**src/shared/pvfi_pkg.sv**
```systemverilog
`default_nettype none
package pvfi_pkg;

  localparam int PIX_W      = 24;
  localparam int FIFO_DEPTH = 8;

  // bench clock and derived pixel clock
  localparam real CLK_MHZ   = 250.0;
  localparam int  PCLK_HALF = 2;

  // line layout in pixel clocks, measured from the line sync edge
  localparam int H_SYNC  = 8;
  localparam int H_BP    = 4;
  localparam int H_ACT   = 64;
  localparam int H_FP    = 8;
  localparam int H_TOTAL = H_SYNC + H_BP + H_ACT + H_FP;
  localparam int H_DE_LO = H_SYNC + H_BP;
  localparam int H_DE_HI = H_DE_LO + H_ACT;
  localparam int HCNT_W  = 8;

  // frame layout in lines, measured from the frame sync edge
  localparam int V_SYNC  = 1;
  localparam int V_BP    = 6;
  localparam int V_ACT   = 48;
  localparam int V_FP    = 8;
  localparam int V_TOTAL = V_BP + V_ACT + V_FP;
  localparam int VCNT_W  = 7;
  localparam int MIRROR_LINES = 48;

  // timing limits the source keeps
  localparam int VSW_MIN_LINES = 1;
  localparam int VBP_MIN_LINES = 2;
  localparam int VFP_MIN_LINES = 1;
  localparam int TVB_BASE      = 6;
  localparam int TVB_SCALE     = 8;
  localparam int HSW_MIN       = 4;
  localparam int HSW_MAX       = 128;
  localparam int HBP_MIN       = 4;
  localparam int HFP_MIN       = 8;

  // chip reset pulse: least time, rounded up
  localparam real RST_PULSE_US = 1.25;
  localparam int  RST_CYCLES   = int'($ceil(RST_PULSE_US * CLK_MHZ));
  localparam int  RST_W        = 9;

  // eye select setup and hold around frame sync changes
  localparam real EYE_SETTLE_MS         = 1.0;
  localparam int  EYE_SETTLE_CYCLES_DEF = int'($ceil(EYE_SETTLE_MS * 1000.0 * CLK_MHZ));
  localparam int  SINCE_W               = 20;

  typedef struct packed {
    logic             vsync;
    logic             hsync;
    logic             valid;
    logic             eye;
    logic [PIX_W-1:0] data;
  } pvfi_pins_t;

  typedef enum logic [1:0] {
    ST_RESET = 2'b00,
    ST_WAIT  = 2'b01,
    ST_RUN   = 2'b11
  } pvfi_state_t;

  function automatic int tvb_min(input int src_lines, input int dmd_lines);
    int ratio;
    ratio = (src_lines + dmd_lines - 1) / dmd_lines;
    if (ratio < 1)
    begin
      ratio = 1;
    end
    return TVB_BASE + TVB_SCALE * ratio;
  endfunction

  function automatic logic de_at(input logic [HCNT_W-1:0] h, input logic [VCNT_W-1:0] v);
    return (h >= H_DE_LO) && (h < H_DE_HI) && (v >= V_BP) && (v < V_BP + V_ACT);
  endfunction

endpackage
`default_nettype wire

```
**src/hdl/pvfi_fifo.sv**
```systemverilog
`default_nettype none
module pvfi_fifo #(
  parameter int W     = 24,
  parameter int DEPTH = 8
) (
  input  wire logic         i_clock,
  input  wire logic         i_rst_b,
  input  wire logic         i_wr_valid,
  input  wire logic [W-1:0] i_wr_data,
  output logic              o_wr_ready,
  output logic              o_rd_valid,
  input  wire logic         i_rd_ready,
  output logic [W-1:0]      o_rd_data
);
  localparam int AW = $clog2(DEPTH);

  logic [W-1:0]  mem [DEPTH];
  logic [AW-1:0] wptr;
  logic [AW-1:0] rptr;
  logic [AW:0]   count;
  logic [AW-1:0] next_wptr;
  logic [AW-1:0] next_rptr;
  logic [AW:0]   next_count;
  logic          next_wr_ready;
  logic          push;
  logic          pop;

  assign o_rd_valid = (count != '0);
  assign push       = i_wr_valid && o_wr_ready;
  assign pop        = i_rd_ready && o_rd_valid;

  always_comb
  begin
    next_wptr  = push ? AW'((wptr + 1'b1) % DEPTH) : wptr;
    next_rptr  = pop ? AW'((rptr + 1'b1) % DEPTH) : rptr;
    next_count = count + (AW+1)'(push) - (AW+1)'(pop);
    next_wr_ready = (next_count < (AW+1)'(DEPTH));
  end

  always_ff @(posedge i_clock or negedge i_rst_b)
  begin
    if (!i_rst_b)
    begin
      wptr       <= '0;
      rptr       <= '0;
      count      <= '0;
      o_wr_ready <= 1'b0;
    end
    else
    begin
      wptr       <= next_wptr;
      rptr       <= next_rptr;
      count      <= next_count;
      o_wr_ready <= next_wr_ready;
    end
  end

  // storage and registered read port
  always_ff @(posedge i_clock)
  begin
    if (push)
    begin
      mem[wptr] <= i_wr_data;
    end
    if (pop)
    begin
      o_rd_data <= mem[rptr];
    end
  end
endmodule
`default_nettype wire

```
**src/hdl/pvfi_source.sv**
```systemverilog
// Summary of operation
// [RULE_01] frame sync stays active for at least one whole line each frame
// [RULE_02] at least two lines from frame sync edge to first active line
// [RULE_03] at least one line from line edge after last active line to frame sync
// [RULE_04] back plus front porch reaches 6 plus 8 times max(1, lines ratio)
// [RULE_05] line sync stays active between 4 and 128 pixel clocks
// [RULE_06] at least 4 pixel clocks from line sync edge to data valid rise
// [RULE_07] at least 8 pixel clocks from data valid fall to next line sync
// [RULE_08] syncs, valid and 24 pixel bits stable around the active pixel clock edge
// [RULE_09] eye select settles at least 1.0 ms before frame sync changes
// [RULE_10] eye select held at least 1.0 ms after every frame sync change
// [RULE_11] chip reset driven low for at least 1.25 us
// [RULE_12] sync polarity configurable, active high by default
`default_nettype none
module pvfi_source
  import pvfi_pkg::*;
#(
  parameter int EYE_SETTLE_CYCLES = EYE_SETTLE_CYCLES_DEF
) (
  input  wire logic             i_clock,
  input  wire logic             i_rst_b,
  input  wire logic             i_reset_req,
  input  wire logic             i_vsync_act_high,
  input  wire logic             i_hsync_act_high,
  input  wire logic             i_eye_req,
  input  wire logic             i_pix_valid,
  input  wire logic [PIX_W-1:0] i_pix_data,
  output logic                  o_pix_ready,
  output logic                  o_pixel_clock,
  output logic                  o_chip_reset_n,
  output pvfi_pins_t            o_video,
  output logic                  o_underrun
);
  localparam int TVB_MIN = tvb_min(V_ACT, MIRROR_LINES);

  pvfi_state_t         state;
  pvfi_state_t         next_state;
  logic [HCNT_W-1:0]   h;
  logic [HCNT_W-1:0]   next_h;
  logic [HCNT_W-1:0]   h_ahead;
  logic [VCNT_W-1:0]   v;
  logic [VCNT_W-1:0]   next_v;
  logic                vs_act;
  logic                next_vs_act;
  logic                hs_act;
  logic                next_hs_act;
  logic                de_act;
  logic                next_de_act;
  logic                eye;
  logic                next_eye;
  logic [1:0]          div;
  logic [1:0]          next_div;
  logic                next_pclk;
  logic                fall_tick;
  logic                rise_tick;
  logic [RST_W-1:0]    rst_cnt;
  logic [RST_W-1:0]    next_rst_cnt;
  logic                next_chip_reset_n;
  logic                rst_pend;
  logic                next_rst_pend;
  logic [SINCE_W-1:0]  since_vs;
  logic [SINCE_W-1:0]  next_since_vs;
  logic [SINCE_W-1:0]  since_eye;
  logic [SINCE_W-1:0]  next_since_eye;
  logic                fetched;
  logic                next_fetched;
  logic                next_underrun;
  pvfi_pins_t          next_video;
  logic                pop_req;
  logic                fifo_valid;
  logic [PIX_W-1:0]    fifo_data;

  pvfi_fifo #(
    .W     (PIX_W),
    .DEPTH (FIFO_DEPTH)
  ) u_fifo (
    .i_clock    (i_clock),
    .i_rst_b    (i_rst_b),
    .i_wr_valid (i_pix_valid),
    .i_wr_data  (i_pix_data),
    .o_wr_ready (o_pix_ready),
    .o_rd_valid (fifo_valid),
    .i_rd_ready (pop_req),
    .o_rd_data  (fifo_data)
  );

  // video pin outputs move only on the falling pixel clock edge
  assign fall_tick = (div == 2'(PCLK_HALF - 1)) && o_pixel_clock; // [RULE_08]
  assign rise_tick = (div == 2'(PCLK_HALF - 1)) && !o_pixel_clock;
  assign h_ahead   = (h == HCNT_W'(H_TOTAL - 1)) ? '0 : HCNT_W'(h + 1'b1);

  always_comb
  begin
    next_state        = state;
    next_h            = h;
    next_v            = v;
    next_vs_act       = vs_act;
    next_hs_act       = hs_act;
    next_de_act       = de_act;
    next_eye          = eye;
    next_rst_cnt      = rst_cnt;
    next_chip_reset_n = o_chip_reset_n;
    next_rst_pend     = rst_pend || i_reset_req;
    next_video        = o_video;
    next_div          = fall_tick || rise_tick ? 2'h0 : 2'(div + 1'b1);
    next_pclk         = (fall_tick || rise_tick) ? !o_pixel_clock : o_pixel_clock;
    next_since_vs     = (since_vs < SINCE_W'(EYE_SETTLE_CYCLES)) ? SINCE_W'(since_vs + 1'b1) : since_vs;
    next_since_eye    = (since_eye < SINCE_W'(EYE_SETTLE_CYCLES)) ? SINCE_W'(since_eye + 1'b1) : since_eye;
    pop_req           = 1'b0;
    next_fetched      = fetched;
    next_underrun     = 1'b0;
    unique case (state)
      ST_RESET:
      begin
        next_chip_reset_n = 1'b0;
        if (rst_cnt == RST_W'(RST_CYCLES - 1)) // [RULE_11]
        begin
          next_state        = ST_WAIT;
          next_chip_reset_n = 1'b1;
          next_rst_cnt      = '0;
        end
        else
        begin
          next_rst_cnt = RST_W'(rst_cnt + 1'b1);
        end
      end
      ST_WAIT:
      begin
        // hold the new frame until the eye select has settled
        if (fall_tick && since_eye >= SINCE_W'(EYE_SETTLE_CYCLES)) // [RULE_09]
        begin
          next_state  = ST_RUN;
          next_h      = '0;
          next_v      = '0;
          next_vs_act = 1'b1;
          next_hs_act = 1'b1;
          next_de_act = 1'b0;
        end
      end
      ST_RUN:
      begin
        if (rise_tick && de_at(h_ahead, (h_ahead == '0) ? VCNT_W'(v + 1'b1) : v))
        begin
          pop_req       = 1'b1;
          next_fetched  = fifo_valid;
          next_underrun = !fifo_valid;
        end
        if (fall_tick)
        begin
          next_h = h_ahead;
          if (h_ahead == '0)
          begin
            next_v = VCNT_W'(v + 1'b1);
          end
          if (h_ahead == '0 && v == VCNT_W'(V_TOTAL - 1)) // [RULE_03] [RULE_04]
          begin
            next_state  = ST_WAIT;
            next_vs_act = 1'b0;
            next_hs_act = 1'b0;
            next_de_act = 1'b0;
          end
          else
          begin
            next_vs_act = (next_v < VCNT_W'(V_SYNC)); // [RULE_01]
            next_hs_act = (next_h < HCNT_W'(H_SYNC)); // [RULE_05]
            next_de_act = de_at(next_h, next_v); // [RULE_02] [RULE_06] [RULE_07]
          end
        end
      end
      default:
      begin
        next_state = ST_RESET;
      end
    endcase
    if (fall_tick && next_rst_pend)
    begin
      next_state        = ST_RESET;
      next_rst_cnt      = '0;
      next_chip_reset_n = 1'b0;
      next_rst_pend     = 1'b0;
      next_vs_act       = 1'b0;
      next_hs_act       = 1'b0;
      next_de_act       = 1'b0;
    end
    // eye select moves only well clear of frame sync changes
    if (fall_tick && i_eye_req != eye && !vs_act && !next_vs_act
        && since_vs >= SINCE_W'(EYE_SETTLE_CYCLES)) // [RULE_10]
    begin
      next_eye       = i_eye_req;
      next_since_eye = '0;
    end
    if (next_vs_act != vs_act)
    begin
      next_since_vs = '0;
    end
    if (fall_tick)
    begin
      next_video.vsync = next_vs_act ^ !i_vsync_act_high; // [RULE_12]
      next_video.hsync = next_hs_act ^ !i_hsync_act_high; // [RULE_12]
      next_video.valid = next_de_act;
      next_video.eye   = next_eye;
      next_video.data  = (next_de_act && fetched) ? fifo_data : 24'h00_0000; // [RULE_08]
      next_fetched     = 1'b0;
    end
  end

  always_ff @(posedge i_clock or negedge i_rst_b)
  begin
    if (!i_rst_b)
    begin
      state          <= ST_RESET;
      h              <= '0;
      v              <= '0;
      vs_act         <= 1'b0;
      hs_act         <= 1'b0;
      de_act         <= 1'b0;
      eye            <= 1'b0;
      div            <= 2'h0;
      o_pixel_clock  <= 1'b0;
      rst_cnt        <= '0;
      o_chip_reset_n <= 1'b0;
      rst_pend       <= 1'b0;
      since_vs       <= SINCE_W'(EYE_SETTLE_CYCLES);
      since_eye      <= SINCE_W'(EYE_SETTLE_CYCLES);
      fetched        <= 1'b0;
      o_underrun     <= 1'b0;
      o_video        <= '{vsync: 1'b0, hsync: 1'b0, valid: 1'b0, eye: 1'b0, data: 24'h00_0000};
    end
    else
    begin
      state          <= next_state;
      h              <= next_h;
      v              <= next_v;
      vs_act         <= next_vs_act;
      hs_act         <= next_hs_act;
      de_act         <= next_de_act;
      eye            <= next_eye;
      div            <= next_div;
      o_pixel_clock  <= next_pclk;
      rst_cnt        <= next_rst_cnt;
      o_chip_reset_n <= next_chip_reset_n;
      rst_pend       <= next_rst_pend;
      since_vs       <= next_since_vs;
      since_eye      <= next_since_eye;
      fetched        <= next_fetched;
      o_underrun     <= next_underrun;
      o_video        <= next_video;
    end
  end

  // measurement counters read only by the checks below
  logic [15:0] vs_len;
  logic [7:0]  hs_len;
  logic [7:0]  pix_hs;
  logic [7:0]  pix_de;
  logic [7:0]  ln_vs;
  logic [7:0]  ln_de;
  logic [7:0]  vbp_seen;
  logic        frame_ok;
  logic [15:0] low_cnt;

  always_ff @(posedge i_clock or negedge i_rst_b)
  begin
    if (!i_rst_b)
    begin
      vs_len   <= 16'h0000;
      hs_len   <= 8'h00;
      pix_hs   <= 8'hff;
      pix_de   <= 8'hff;
      ln_vs    <= 8'h00;
      ln_de    <= 8'hff;
      vbp_seen <= 8'h00;
      frame_ok <= 1'b0;
      low_cnt  <= 16'h0000;
    end
    else
    begin
      low_cnt <= o_chip_reset_n ? 16'h0000 : ((low_cnt == 16'hffff) ? low_cnt : 16'(low_cnt + 1'b1));
      if (fall_tick)
      begin
        vs_len <= next_vs_act ? ((vs_len == 16'hffff) ? vs_len : 16'(vs_len + 1'b1)) : 16'h0000;
        hs_len <= next_hs_act ? ((hs_len == 8'hff) ? hs_len : 8'(hs_len + 1'b1)) : 8'h00;
        pix_hs <= (next_hs_act && !hs_act) ? 8'h00 : ((pix_hs == 8'hff) ? pix_hs : 8'(pix_hs + 1'b1));
        pix_de <= (!next_de_act && de_act) ? 8'h00 : ((pix_de == 8'hff) ? pix_de : 8'(pix_de + 1'b1));
        if (next_vs_act && !vs_act)
        begin
          ln_vs <= 8'h00;
        end
        else if (next_hs_act && !hs_act && ln_vs != 8'hff)
        begin
          ln_vs <= 8'(ln_vs + 1'b1);
        end
        if (!next_de_act && de_act)
        begin
          ln_de <= 8'h00;
        end
        else if (next_hs_act && !hs_act && !next_vs_act && ln_de != 8'hff)
        begin
          ln_de <= 8'(ln_de + 1'b1);
        end
        if (next_de_act && !de_act && next_v == VCNT_W'(V_BP))
        begin
          vbp_seen <= ln_vs;
          frame_ok <= 1'b1;
        end
      end
    end
  end

  // a frame cut by a chip reset pulse is never seen by the device
  chk_vsync_width: assert property (@(posedge i_clock) disable iff (!i_rst_b) // [RULE_01]
    ($fell(vs_act) && o_chip_reset_n) |-> $past(vs_len) >= 16'(H_TOTAL * VSW_MIN_LINES))
    else $error("frame sync shorter than one line");
  chk_back_porch: assert property (@(posedge i_clock) disable iff (!i_rst_b) // [RULE_02]
    $rose(de_act) |-> ln_vs >= 8'(VBP_MIN_LINES))
    else $error("vertical back porch too short");
  chk_front_porch: assert property (@(posedge i_clock) disable iff (!i_rst_b) // [RULE_03]
    $rose(vs_act) |-> ln_de >= 8'(VFP_MIN_LINES))
    else $error("vertical front porch too short");
  chk_total_blank: assert property (@(posedge i_clock) disable iff (!i_rst_b) // [RULE_04]
    ($rose(vs_act) && frame_ok) |-> (9'(vbp_seen) + 9'(ln_de)) >= 9'(TVB_MIN))
    else $error("total vertical blanking too short");
  chk_hsync_width: assert property (@(posedge i_clock) disable iff (!i_rst_b) // [RULE_05]
    ($fell(hs_act) && o_chip_reset_n) |-> ($past(hs_len) >= 8'(HSW_MIN) && $past(hs_len) <= 8'(HSW_MAX)))
    else $error("line sync width out of range");
  chk_horiz_back: assert property (@(posedge i_clock) disable iff (!i_rst_b) // [RULE_06]
    $rose(de_act) |-> pix_hs >= 8'(HBP_MIN))
    else $error("horizontal back porch too short");
  chk_horiz_front: assert property (@(posedge i_clock) disable iff (!i_rst_b) // [RULE_07]
    $rose(hs_act) |-> pix_de >= 8'(HFP_MIN))
    else $error("horizontal front porch too short");
  chk_pins_edge: assert property (@(posedge i_clock) disable iff (!i_rst_b) // [RULE_08]
    $changed(o_video) |-> (!o_pixel_clock && $past(o_pixel_clock)) ##1 !o_pixel_clock)
    else $error("video pins changed away from falling pixel clock edge");
  chk_eye_setup: assert property (@(posedge i_clock) disable iff (!i_rst_b) // [RULE_09]
    $changed(vs_act) |-> $past(since_eye) >= SINCE_W'(EYE_SETTLE_CYCLES - 1))
    else $error("eye select changed too close before frame sync");
  chk_eye_hold: assert property (@(posedge i_clock) disable iff (!i_rst_b) // [RULE_10]
    $changed(eye) |-> ($past(since_vs) >= SINCE_W'(EYE_SETTLE_CYCLES) && !vs_act))
    else $error("eye select changed too soon after frame sync");
  chk_reset_width: assert property (@(posedge i_clock) disable iff (!i_rst_b) // [RULE_11]
    $rose(o_chip_reset_n) |-> low_cnt >= 16'(RST_CYCLES))
    else $error("chip reset pulse too short");
  chk_sync_polarity: assert property (@(posedge i_clock) disable iff (!i_rst_b) // [RULE_12]
    $past(fall_tick) |-> (o_video.vsync == (vs_act ^ !$past(i_vsync_act_high))
                          && o_video.hsync == (hs_act ^ !$past(i_hsync_act_high))))
    else $error("sync polarity does not follow configuration");
endmodule
`default_nettype wire

```
**config.mk**
```make
export PLATFORM = sky130hd
export DESIGN_NAME = pvfi_source
export DESIGN_NICKNAME = d
export VERILOG_FILES = /design/src/shared/pvfi_pkg.sv /design/src/hdl/pvfi_fifo.sv /design/src/hdl/pvfi_source.sv
export SDC_FILE = /design/constraint.sdc
export NUM_CORES = 1
export LEC_CHECK = 0
export BUFFER_PORTS_ARGS = -buffer_cell sky130_fd_sc_hd__buf_2
export CAP_MARGIN = 20
export CELL_PAD_IN_SITES_DETAIL_PLACEMENT = 1
export CELL_PAD_IN_SITES_GLOBAL_PLACEMENT = 1
export CORE_UTILIZATION = 52
export CTS_CLUSTER_DIAMETER = 40
export CTS_CLUSTER_SIZE = 28
export DETAILED_ROUTE_END_ITERATION = 10
export GPL_TIMING_DRIVEN = 1
export PLACE_DENSITY = 0.84
export REMOVE_ABC_BUFFERS = 1
export SYNTH_ARGS = -nofsm -noshare
export SYNTH_HDL_FRONTEND = slang
export SYNTH_SLANG_ARGS = --single-unit
```
**constraint.sdc**
```tcl
create_clock -name i_clock -period 4.9 [get_ports i_clock]
set_clock_uncertainty 0.15 [all_clocks]
set_input_delay 0.98 -clock i_clock [delete_from_list [all_inputs] [get_ports i_clock]]
set_output_delay 0.98 -clock i_clock [all_outputs]
set_load 0.03 [all_outputs]
```
==> results of run 1 <==
==> registers in the layout (all words and copies together), names as in the netlist <==
| name | flops |
|---|---|
| vs_act | 1 |
| div | 2 |
| u_fifo.mem | 192 |
| rst_pend | 1 |
| h | 8 |
| u_fifo.count | 4 |
| fetched | 1 |
| u_fifo.wptr | 3 |
| o_pixel_clock | 1 |
| o_underrun | 1 |
| u_fifo.o_rd_data | 24 |
| o_video | 28 |
| state | 2 |
| de_act | 1 |
| hs_act | 1 |
| since_vs | 20 |
| u_fifo.o_wr_ready | 1 |
| rst_cnt | 9 |
| eye | 1 |
| since_eye | 20 |
| o_chip_reset_n | 1 |
| u_fifo.rptr | 3 |
| v | 7 |
==> synth_stat cells (all sizes together), types with 2 or more instances <==
cell	instances
o22a	2
nand3	48
clkbuf	29
dfrtp	102
nand4	11
o31ai	15
xor2	16
or3	2
o21ai	65
o2111ai	3
a21o	2
nand2b	3
ha	17
a21boi	2
a211oi	4
edfxtp	216
or2	3
and3	25
nor4	6
o211ai	2
a21oi	20
a31o	2
dfstp	14
buf	18
nor2	87
nor3b	4
mux2	29
xnor2	30
nor4b	3
o41ai	2
nand2	68
a31oi	6
nor3	16
mux4	48
nor2b	7
inv	30
o21a	3
==> layer usage <==
layer	track usage	share of wire	vias to the layer above
met5	0	0.00037	-
met4	0.104	0.025	2
met3	0.0444	0.050	63
met2	0.451	0.53	250
met1	0.316	0.40	4509
li1	-	-	3829
==> final cells by class <==
cell class / instances / area [um2] / area share
timing repair buffer: 84 / 498 / 0.0302
tap: 341 / 427 / 0.0259
antenna: 3 / 7.51 / 0.000456
clock inverter: 27 / 325 / 0.0197
clock buffer: 49 / 1100 / 0.0667
inverter: 30 / 113 / 0.00684
multi-input combinational: 567 / 4590 / 0.279
sequential: 332 / 9410 / 0.571
==> cells by family after synthesis <==
| family | synth area share |
|---|---|
| AO/OA/AOI/OAI | 0.0678 |
| flip-flops | 0.658 |
| XOR/XNOR | 0.0282 |
| AND/OR/NAND/NOR | 0.105 |
| adder cells (fa/ha/maj) | 0.0163 |
| buffers and inverters | 0.0244 |
| multiplexers | 0.100 |
==> worst reg2reg max path, stage by stage, from the launching register on <==
cell and delay [ps]:
dfrtp_1 480, ha_1 370, nor2b_1 250, and3_1 400
a211oi_4 110, or3_4 440, o21ai_0 210, o2111a_2 290
and3_1 200, ha_1 210, inv_1 60, ha_1 270
a21o_1 170, a21oi_1 160, xnor2_1 160, inv_1 70
==> how the worst max path moves through the flow <==
stage / startpoint / end / cells after the start
global route: h[0] / u_fifo.count[3] / 15
CTS: h[0] / u_fifo.count[3] / 15
detailed placement: h[0] / u_fifo.count[3] / 15
global placement: h[0] / u_fifo.count[3] / 15
finish: h[0] / u_fifo.count[3] / 15
floorplan: h[0] / u_fifo.count[3] / 15
==> per-stage QoR <==
step	utilization	hold WS, ps	setup slack, ps
3_5_place_dp	0.557	317	818
4_1_cts	0.610	329	811
2_1_floorplan	-	287	525
3_3_place_gp	0.557	304	1000
5_1_grt	0.611	354	542
6_report	0.611	325	772
==> power by group through the flow <==
stage / sequential (W) / combinational (W) / clock, W
2_1_floorplan: 0.00331 / 0.000339 / 0
3_5_place_dp: 0.00333 / 0.000482 / 0
5_1_grt: 0.00330 / 0.000552 / 0.00327
4_1_cts: 0.00328 / 0.000497 / 0.00317
6_report: 0.00328 / 0.000490 / 0.00312
3_3_place_gp: 0.00332 / 0.000455 / 0
==> impl_metrics.tcl, run 1 <==
set metrics [dict create \
    final_cell_mix "edfxtp_1 (216), dfrtp_1 (100), nand2_1 (68)" \
    min_path_type "flip-flop to flip-flop" \
    post_cts_resized 0 \
    drtIter0Drc 683 \
    seq_area_frac_synth 0.658 \
    cts_setup_buffers 0 \
    grt_max_degree 66 \
    hold_start "o_video[26]" \
    dpl_cell_area_mm2 0.0150 \
    insertion_delay_ps 550 \
    crit_path_cell_trace "ha_1 -> nor2b_1 -> and3_1 -> a211oi_4 -> or3_4 -> o21ai_0 -> o2111a_2 -> and3_1 -> ha_1 -> inv_1 -> ha_1 -> a21o_1 -> a21oi_1 -> xnor2_1 -> inv_1" \
    yosysTopAreaCellShare 0.454 \
    drtAntennaViolNets 0 \
    die_w_um 168 \
    maxCapViolCount 0 \
    synth_area_mm2 0.0143 \
    clk_pin_slew_ps 50 \
    max-clock-path-buffers 3 \
    clock.fmax_ghz 0.242 \
    cts_tree "yes" \
    whs_endpoint "o_video[26]" \
    fin_crit_sh 0.842 \
    hold_viol 0 \
    tns_ps 0 \
    crit_top_cell "ha_1" \
    dieArea_mm2 0.0282 \
    overflow 0 \
    p_seq_frac 0.476 \
    ys_warn_count 0 \
    design_area_mm2 0.0165 \
    grt_pass1_vias 9462 \
    dp.cells 1352 \
    required_ps 5160 \
    core_area_mm2 0.0270 \
    status "finished, final reports clean" \
    power_leakage_nw 6.05 \
    io_pins 63 \
    clockPowerShare 0.453 \
    powerDensity_mw_per_mm2 419 \
    port-buffer-count 62 \
    root_buffer "clkbuf_16" \
    crit_family "simple AND/OR/NAND/NOR gates" \
    reg2reg_depth 15 \
    final_common_cell "edfxtp_1" \
    fin_crit_ps 4130 \
    yosysTopAreaCell "edfxtp_1" \
    die_h_um 168 \
    cts_sinks 332 \
    htreeDepth 2 \
    r2r_start "h[0]" \
    finalNonFillerCells 1433 \
    nets 1105 \
    synthToLayoutAreaGrowth_pct 15.2 \
    end_kind "flip-flop" \
    swShare 0.257 \
    arrival_ps 4390 \
    crit_type "flip-flop to flip-flop" \
    setup_viol 0 \
    initial_core_util 0.530 \
    fillers 2449 \
    totalWireLength_um 35200 \
    viasPerCell 6.04 \
    antenna_found_initial 4 \
    rsz0062_at_grt "false" \
    yosysUniqueCellTypes 68 \
    relSlewSlack 0.282 \
    gp_congestion 0.871 \
    whs_path_depth 2 \
    synth.area.top_cells "edfxtp_1 (45%), dfrtp_1 (18%), mux4_2 (7.6%)" \
    netSwitchingPower_w 0.00177 \
    hpwl_um 20000 \
    reg2reg_slack_ps 770 \
    cp_num_buf_inv 2 \
    async_flop_share 0.349 \
    drc 0 \
    cts-hold-fix-buffers 0 \
    cts_buffers 41 \
    internal_power_w 0.00512 \
    slowest_stage "dfrtp_1" \
    slew_viol_final 0 \
    ys_seq_elements 332 \
    max_stage_delay_ps 480 \
    crit_fanout 9 \
    vias 8653 \
    ys.flop_type "edfxtp_1" \
    worst_slew_pin_slew_ps 1080 \
    synth_edf_count 216 \
    cp-start-kind "flip-flop" \
    drtPass1Iterations 5 \
    r2r_end "u_fifo.count[3]" \
    finalPower_w 0.00690 \
    comb_power_share 0.071 \
    grt.total_usage 0.257 \
    rows 60 \
    layout-drive-gt1-share 0.284 \
    synth_area_per_cell_um2 14.6 \
    route.detailed.wl_per_inst_um 24.6 \
    ir_drop_mv 0.387 \
    grt_first_pass_wirelength_um 54400 \
    synth_cells 976 \
]
No activity file was read; power rests on OpenSTA's default activity.
==> run 2, diff against run 1 <==
==> constraint.sdc (replaced) <==
create_clock -name i_clock -period 3.8 [get_ports i_clock]
set_clock_uncertainty 0.15 [all_clocks]
set_input_delay 0.76 -clock i_clock [delete_from_list [all_inputs] [get_ports i_clock]]
set_output_delay 0.76 -clock i_clock [all_outputs]
set_load 0.03 [all_outputs]
==> run 2 against run 1 <==
Effect of this change:
- clock power up 34%
- sequential cell count stayed put
- worst setup slack worse by 600 ps
- largest power group unchanged
- sequential power rose by 29%
- worst hold slack got worse by 180 ps
- global-route usage is 0.65 points lower
- total power grew 31%
- wire length down 2.4%
==> impl_metrics.tcl, run 2 (same netlist as run 1, synthesis figures left out) <==
set metrics [dict create \
    rsz0062_at_grt "false" \
    grt.total_usage 0.250 \
    final_cell_mix "edfxtp_1 (216), dfrtp_1 (99), nand2_1 (68)" \
    dieArea_mm2 0.0282 \
    antenna_found_initial 4 \
    design_area_mm2 0.0167 \
    max-clock-path-buffers 3 \
    fin_ws_ps 171 \
    r2r_end "u_fifo.count[3]" \
    final_util 0.619 \
    drc 0 \
    hpwl_um 20200 \
    totalWireLength_um 34400 \
    overflow 0 \
    worst_slew_pin_slew_ps 1000 \
    slew_viol_final 0 \
    nets 1116 \
    reg2reg_slack_ps 170 \
    status "finished, final reports clean" \
    top_register "u_fifo.mem" \
    cts_tree "yes" \
    rows 60 \
    reg_top3 "u_fifo.mem: 192 flops, o_video: 28 flops, u_fifo.o_rd_data: 24 flops" \
    min_path_type "input pin to asynchronous set/reset pin" \
    drtPass1Iterations 5 \
    power_leakage_nw 6.13 \
    required_ps 4070 \
    powerDensity_mw_per_mm2 541 \
    final_common_cell "edfxtp_1" \
    crit_type "flip-flop to flip-flop" \
    crit_fanout 5 \
    grt_first_pass_wirelength_um 53400 \
    grt_pass1_vias 9434 \
    clock.fmax_ghz 0.276 \
    crit_top_cell "ha_1" \
    drtAntennaViolNets 0 \
    preCtsSetupSlack_ps 31.1 \
    htreeDepth 2 \
    vias 8597 \
    cts_buffers 44 \
    hold_viol 0 \
    gp_congestion 0.882 \
    synthToLayoutAreaGrowth_pct 16.7 \
    cts_sinks 332 \
    slowest_stage "or3_4" \
    drtIter0Drc 543 \
    crit_family "compound AO/OA/AOI/OAI gates" \
    fin_crit_ps 3630 \
    clk_pin_slew_ps 50 \
    reg2reg_depth 15 \
    cp-start-kind "flip-flop" \
    cp_num_buf_inv 2 \
    fin_crit_sh 0.955 \
    initial_core_util 0.530 \
    die_h_um 168 \
    max_stage_delay_ps 450 \
    fillers 2509 \
    route.detailed.wl_per_inst_um 23.8 \
    die_w_um 168 \
    crit_path_cell_trace "ha_1 -> and3_1 -> mux2_4 -> a211oi_4 -> or3_4 -> a32oi_2 -> o2111a_2 -> and3_1 -> ha_1 -> inv_1 -> ha_1 -> a21o_1 -> a21oi_1 -> xnor2_1 -> inv_1" \
    grt_max_degree 62 \
    viasPerCell 5.94 \
    maxCapViolCount 0 \
    r2r_start "h[0]" \
    arrival_ps 3900 \
    port-buffer-count 62 \
    end_kind "flip-flop" \
    relSlewSlack 0.332 \
    setup_viol 0 \
    ir_drop_mv 0.421 \
    root_buffer "clkbuf_16" \
    core_area_mm2 0.0270 \
    io_pins 63 \
    dpl_cell_area_mm2 0.0151 \
    insertion_delay_ps 560 \
    layout-drive-gt1-share 0.306 \
    largest_register_ffs 192 \
]
## run 2: cell type report
class | instances | area (um2) | share of cell area
Sequential cell | 332 | 9410 | 0.564
Multi-Input combinational cell | 568 | 4650 | 0.278
Clock buffer | 46 | 1130 | 0.0676
Timing Repair Buffer | 91 | 563 | 0.0337
Tap cell | 341 | 427 | 0.0256
Clock inverter | 36 | 389 | 0.0233
Inverter | 30 | 113 | 0.00675
Antenna cell | 3 | 7.51 | 0.000450
## run 2: through the flow
stage / total power, W / TNS, ps / hold WS, ps / instances
after floorplan: 0.00470 / -19650 / 287 / 929
after CTS: 0.00912 / 0 / 154 / 1442
after global placement: 0.00487 / 0 / 307 / 1360
after global routing: 0.00934 / 0 / 201 / 1446
after detailed placement: 0.00492 / 0 / 311 / 1360
final: 0.00903 / 0 / 140 / 1447
## run 2: worst max-delay path by stage
stage | from | cells past startpoint | to
2_1_floorplan | h[0] | 15 | u_fifo.count[3]
3_3_place_gp | h[4] | 14 | u_fifo.count[3]
3_5_place_dp | h[4] | 14 | u_fifo.count[3]
4_1_cts | h[4] | 14 | u_fifo.count[3]
5_1_grt | h[0] | 15 | u_fifo.count[3]
6_report | h[0] | 15 | u_fifo.count[3]
## run 2: repair_timing
| item | 4_1_cts | 5_1_grt |
|---|---|---|
| hold buffers | 0 | 0 |
| resized for setup | 1 | 11 |
| endpoints found under the hold margin | 0 | 0 |
| setup buffers | 0 | 0 |
| cloned | 0 | 1 |
| setup endpoints to repair | 1 | 4 |
| pin swaps | 0 | 2 |
## run 2: power breakdown
part           total [W]  internal (W)  switching [W]  leakage [nW]
registers        0.00424       0.00405       0.000184          3.44
clock network    0.00417       0.00241        0.00176         0.736
logic           0.000631      0.000241       0.000389          1.95
## run 2: layer usage
layer / up-vias / share of wire / wire length, um / track usage
met4: 2 / 0.025 / 847 / 0.0842
met3: 71 / 0.045 / 1540 / 0.0423
met1: 4457 / 0.39 / 13600 / 0.306
met2: 206 / 0.54 / 18400 / 0.450
met5: - / 0.00035 / 12 / 0
li1: 3861 / - / - / -
==> run 3, diff against run 2 <==
--- a/config.mk
+++ b/config.mk
@@ -9,13 +9,14 @@
 export CAP_MARGIN = 20
 export CELL_PAD_IN_SITES_DETAIL_PLACEMENT = 1
 export CELL_PAD_IN_SITES_GLOBAL_PLACEMENT = 1
-export CORE_UTILIZATION = 52
+export CORE_UTILIZATION = 35
 export CTS_CLUSTER_DIAMETER = 40
 export CTS_CLUSTER_SIZE = 28
 export DETAILED_ROUTE_END_ITERATION = 10
 export GPL_TIMING_DRIVEN = 1
-export PLACE_DENSITY = 0.84
+export PLACE_DENSITY = 0.61
 export REMOVE_ABC_BUFFERS = 1
 export SYNTH_ARGS = -nofsm -noshare
 export SYNTH_HDL_FRONTEND = slang
 export SYNTH_SLANG_ARGS = --single-unit
+export TNS_END_PERCENT = 1
==> run 3 against run 2 <==
Effect of this change:
- critical path depth did not move
- wire length fell by 1.7%
- cell area rose by 4.2%
- sequential power barely moved
- core utilization fell by 18 points
==> impl_metrics.tcl, run 3 (same netlist as run 1, synthesis figures left out) <==
set metrics [dict create \
    layout-drive-gt1-share 0.313 \
    synthToLayoutAreaGrowth_pct 21.6 \
    nets 1135 \
    initial_core_util 0.357 \
    crit_fanout 7 \
    viasPerCell 5.12 \
    die_w_um 204 \
    port-buffer-count 62 \
    worst_slew_pin_slew_ps 870 \
    drtAntennaViolNets 0 \
    dpl_cell_area_mm2 0.0154 \
    grt_first_pass_wirelength_um 53500 \
    end_kind "flip-flop" \
    totalWireLength_um 33800 \
    rows 73 \
    multi_input_area_mm2 0.00465 \
    final_common_cell "edfxtp_1" \
    root_buffer "clkbuf_16" \
    maxCapViolCount 0 \
    crit_type "flip-flop to flip-flop" \
    arrival_ps 3900 \
    powerDensity_mw_per_mm2 571 \
    grt_pass1_vias 9026 \
    hold_viol 0 \
    max-clock-path-buffers 3 \
    cts_buffers 48 \
    vias 8465 \
    ir_drop_mv 0.397 \
    dp.cells 1557 \
    cp-start-kind "flip-flop" \
    top_register "u_fifo.mem" \
    cts_tree "yes" \
    required_ps 4120 \
    ff_latch_area_mm2 0.00941 \
    die_h_um 204 \
    drtIter0Drc 521 \
    cts_sinks 332 \
    insertion_delay_ps 600 \
    final_cell_mix "edfxtp_1 (216), dfrtp_1 (99), nand2_1 (68)" \
    drtPass1Iterations 5 \
    fillers 4045 \
    relSlewSlack 0.420 \
    grt.total_usage 0.169 \
    antenna_found_initial 3 \
    route.detailed.wl_per_inst_um 20.5 \
    slew_viol_final 0 \
    dieArea_mm2 0.0417 \
    largest_register_ffs 192 \
    final_util 0.435 \
    status "finished, final reports clean" \
    io_pins 63 \
    core_area_mm2 0.0400 \
    finalNonFillerCells 1652 \
    tns_ps 0 \
    htreeDepth 2 \
    fin_crit_sh 0.940 \
    reg_top3 "u_fifo.mem: 192 flops, o_video: 28 flops, u_fifo.o_rd_data: 24 flops" \
    holdWs_ps 279 \
    power_leakage_nw 6.35 \
    hpwl_um 20200 \
    overflow 0 \
    min_path_type "input pin to flip-flop" \
    design_area_mm2 0.0174 \
    setup_viol 0 \
    drc 0 \
    clk_pin_slew_ps 60 \
    clock.fmax_ghz 0.280 \
    fin_crit_ps 3570 \
    gp_congestion 0.805 \
    grt_max_degree 53 \
]
## run 3: cell count changes in the layout (fill, tap and decap cells not counted), sizes merged, moves of 2 or more
cell	before	now
buf	91	105
bufinv	2	14
clkbuf	46	51
clkinvlp	4	7
diode	3	1
inv	48	35
## run 3: repair_timing
action | CTS | global route
endpoints found under the setup margin | 0 | 4
resized for setup | 0 | 12
buffers inserted | 0 | 2
hold endpoints to repair | 31 | 0
hold buffers | 1 | 0
## run 3: metrics by stage
stage	total power, W	setup WS, ps
final	0.00993	229
after global routing	0.0103	-1.80
after CTS	0.0101	46.4
after detailed placement	0.00492	78.1
after global placement	0.00489	140
after floorplan	0.00470	-575
## run 3: area by class of cell
cell class | count | share of cell area
timing repair buffer | 106 | 0.0400
multi-input combinational | 568 | 0.267
sequential | 332 | 0.541
clock buffer | 51 | 0.0697
tap | 525 | 0.0378
clock inverter | 39 | 0.0373
inverter | 30 | 0.00648
antenna | 1 | 0.000144
## run 3: final timing paths
| check | from | endpoint | slack (ps) | cells after the start |
|---|---|---|---|---|
| max | h[1] | u_fifo.count[3] | 230 | 15 |
| min in group asynchronous | i_rst_b | h[7] | 540 | 2 |
| min reg2reg | o_video[25] | o_video[25] | 320 | 2 |
| max in group asynchronous | i_rst_b | since_eye[7] | 2080 | 3 |
| min | i_pix_data[8] | u_fifo.mem[0][8] | 280 | 1 |
| max reg2reg | h[1] | u_fifo.count[3] | 230 | 15 |
## run 3: worst max-delay path: stages (launching register included)
cell and delay [ps]:
dfrtp_1 360, ha_2 230, nor2b_2 200, and3_4 280, a211oi_4 80, or3_4 440, a32oi_1 210, o2111a_2 240
and3_1 180, ha_1 210, inv_1 70, ha_1 270, a21o_1 170, a21oi_1 160, xnor2_1 160, inv_1 60
## run 3: power by group
part	internal, W	switching [W]	leakage (nW)
clock network	0.00331	0.00177	0.879
logic	0.000246	0.000377	2.03
registers	0.00405	0.000170	3.44
total	0.00761	0.00232	6.35
## run 3: layer usage
| layer | up-vias | track usage | routed length (um) |
|---|---|---|---|
| li1 | 3890 | - | - |
| met1 | 4360 | 0.231 | 15500 |
| met2 | 157 | 0.270 | 16000 |
| met3 | 56 | 0.0383 | 1540 |
| met4 | 2 | 0.0485 | 760 |
| met5 | - | 0 | 13 |
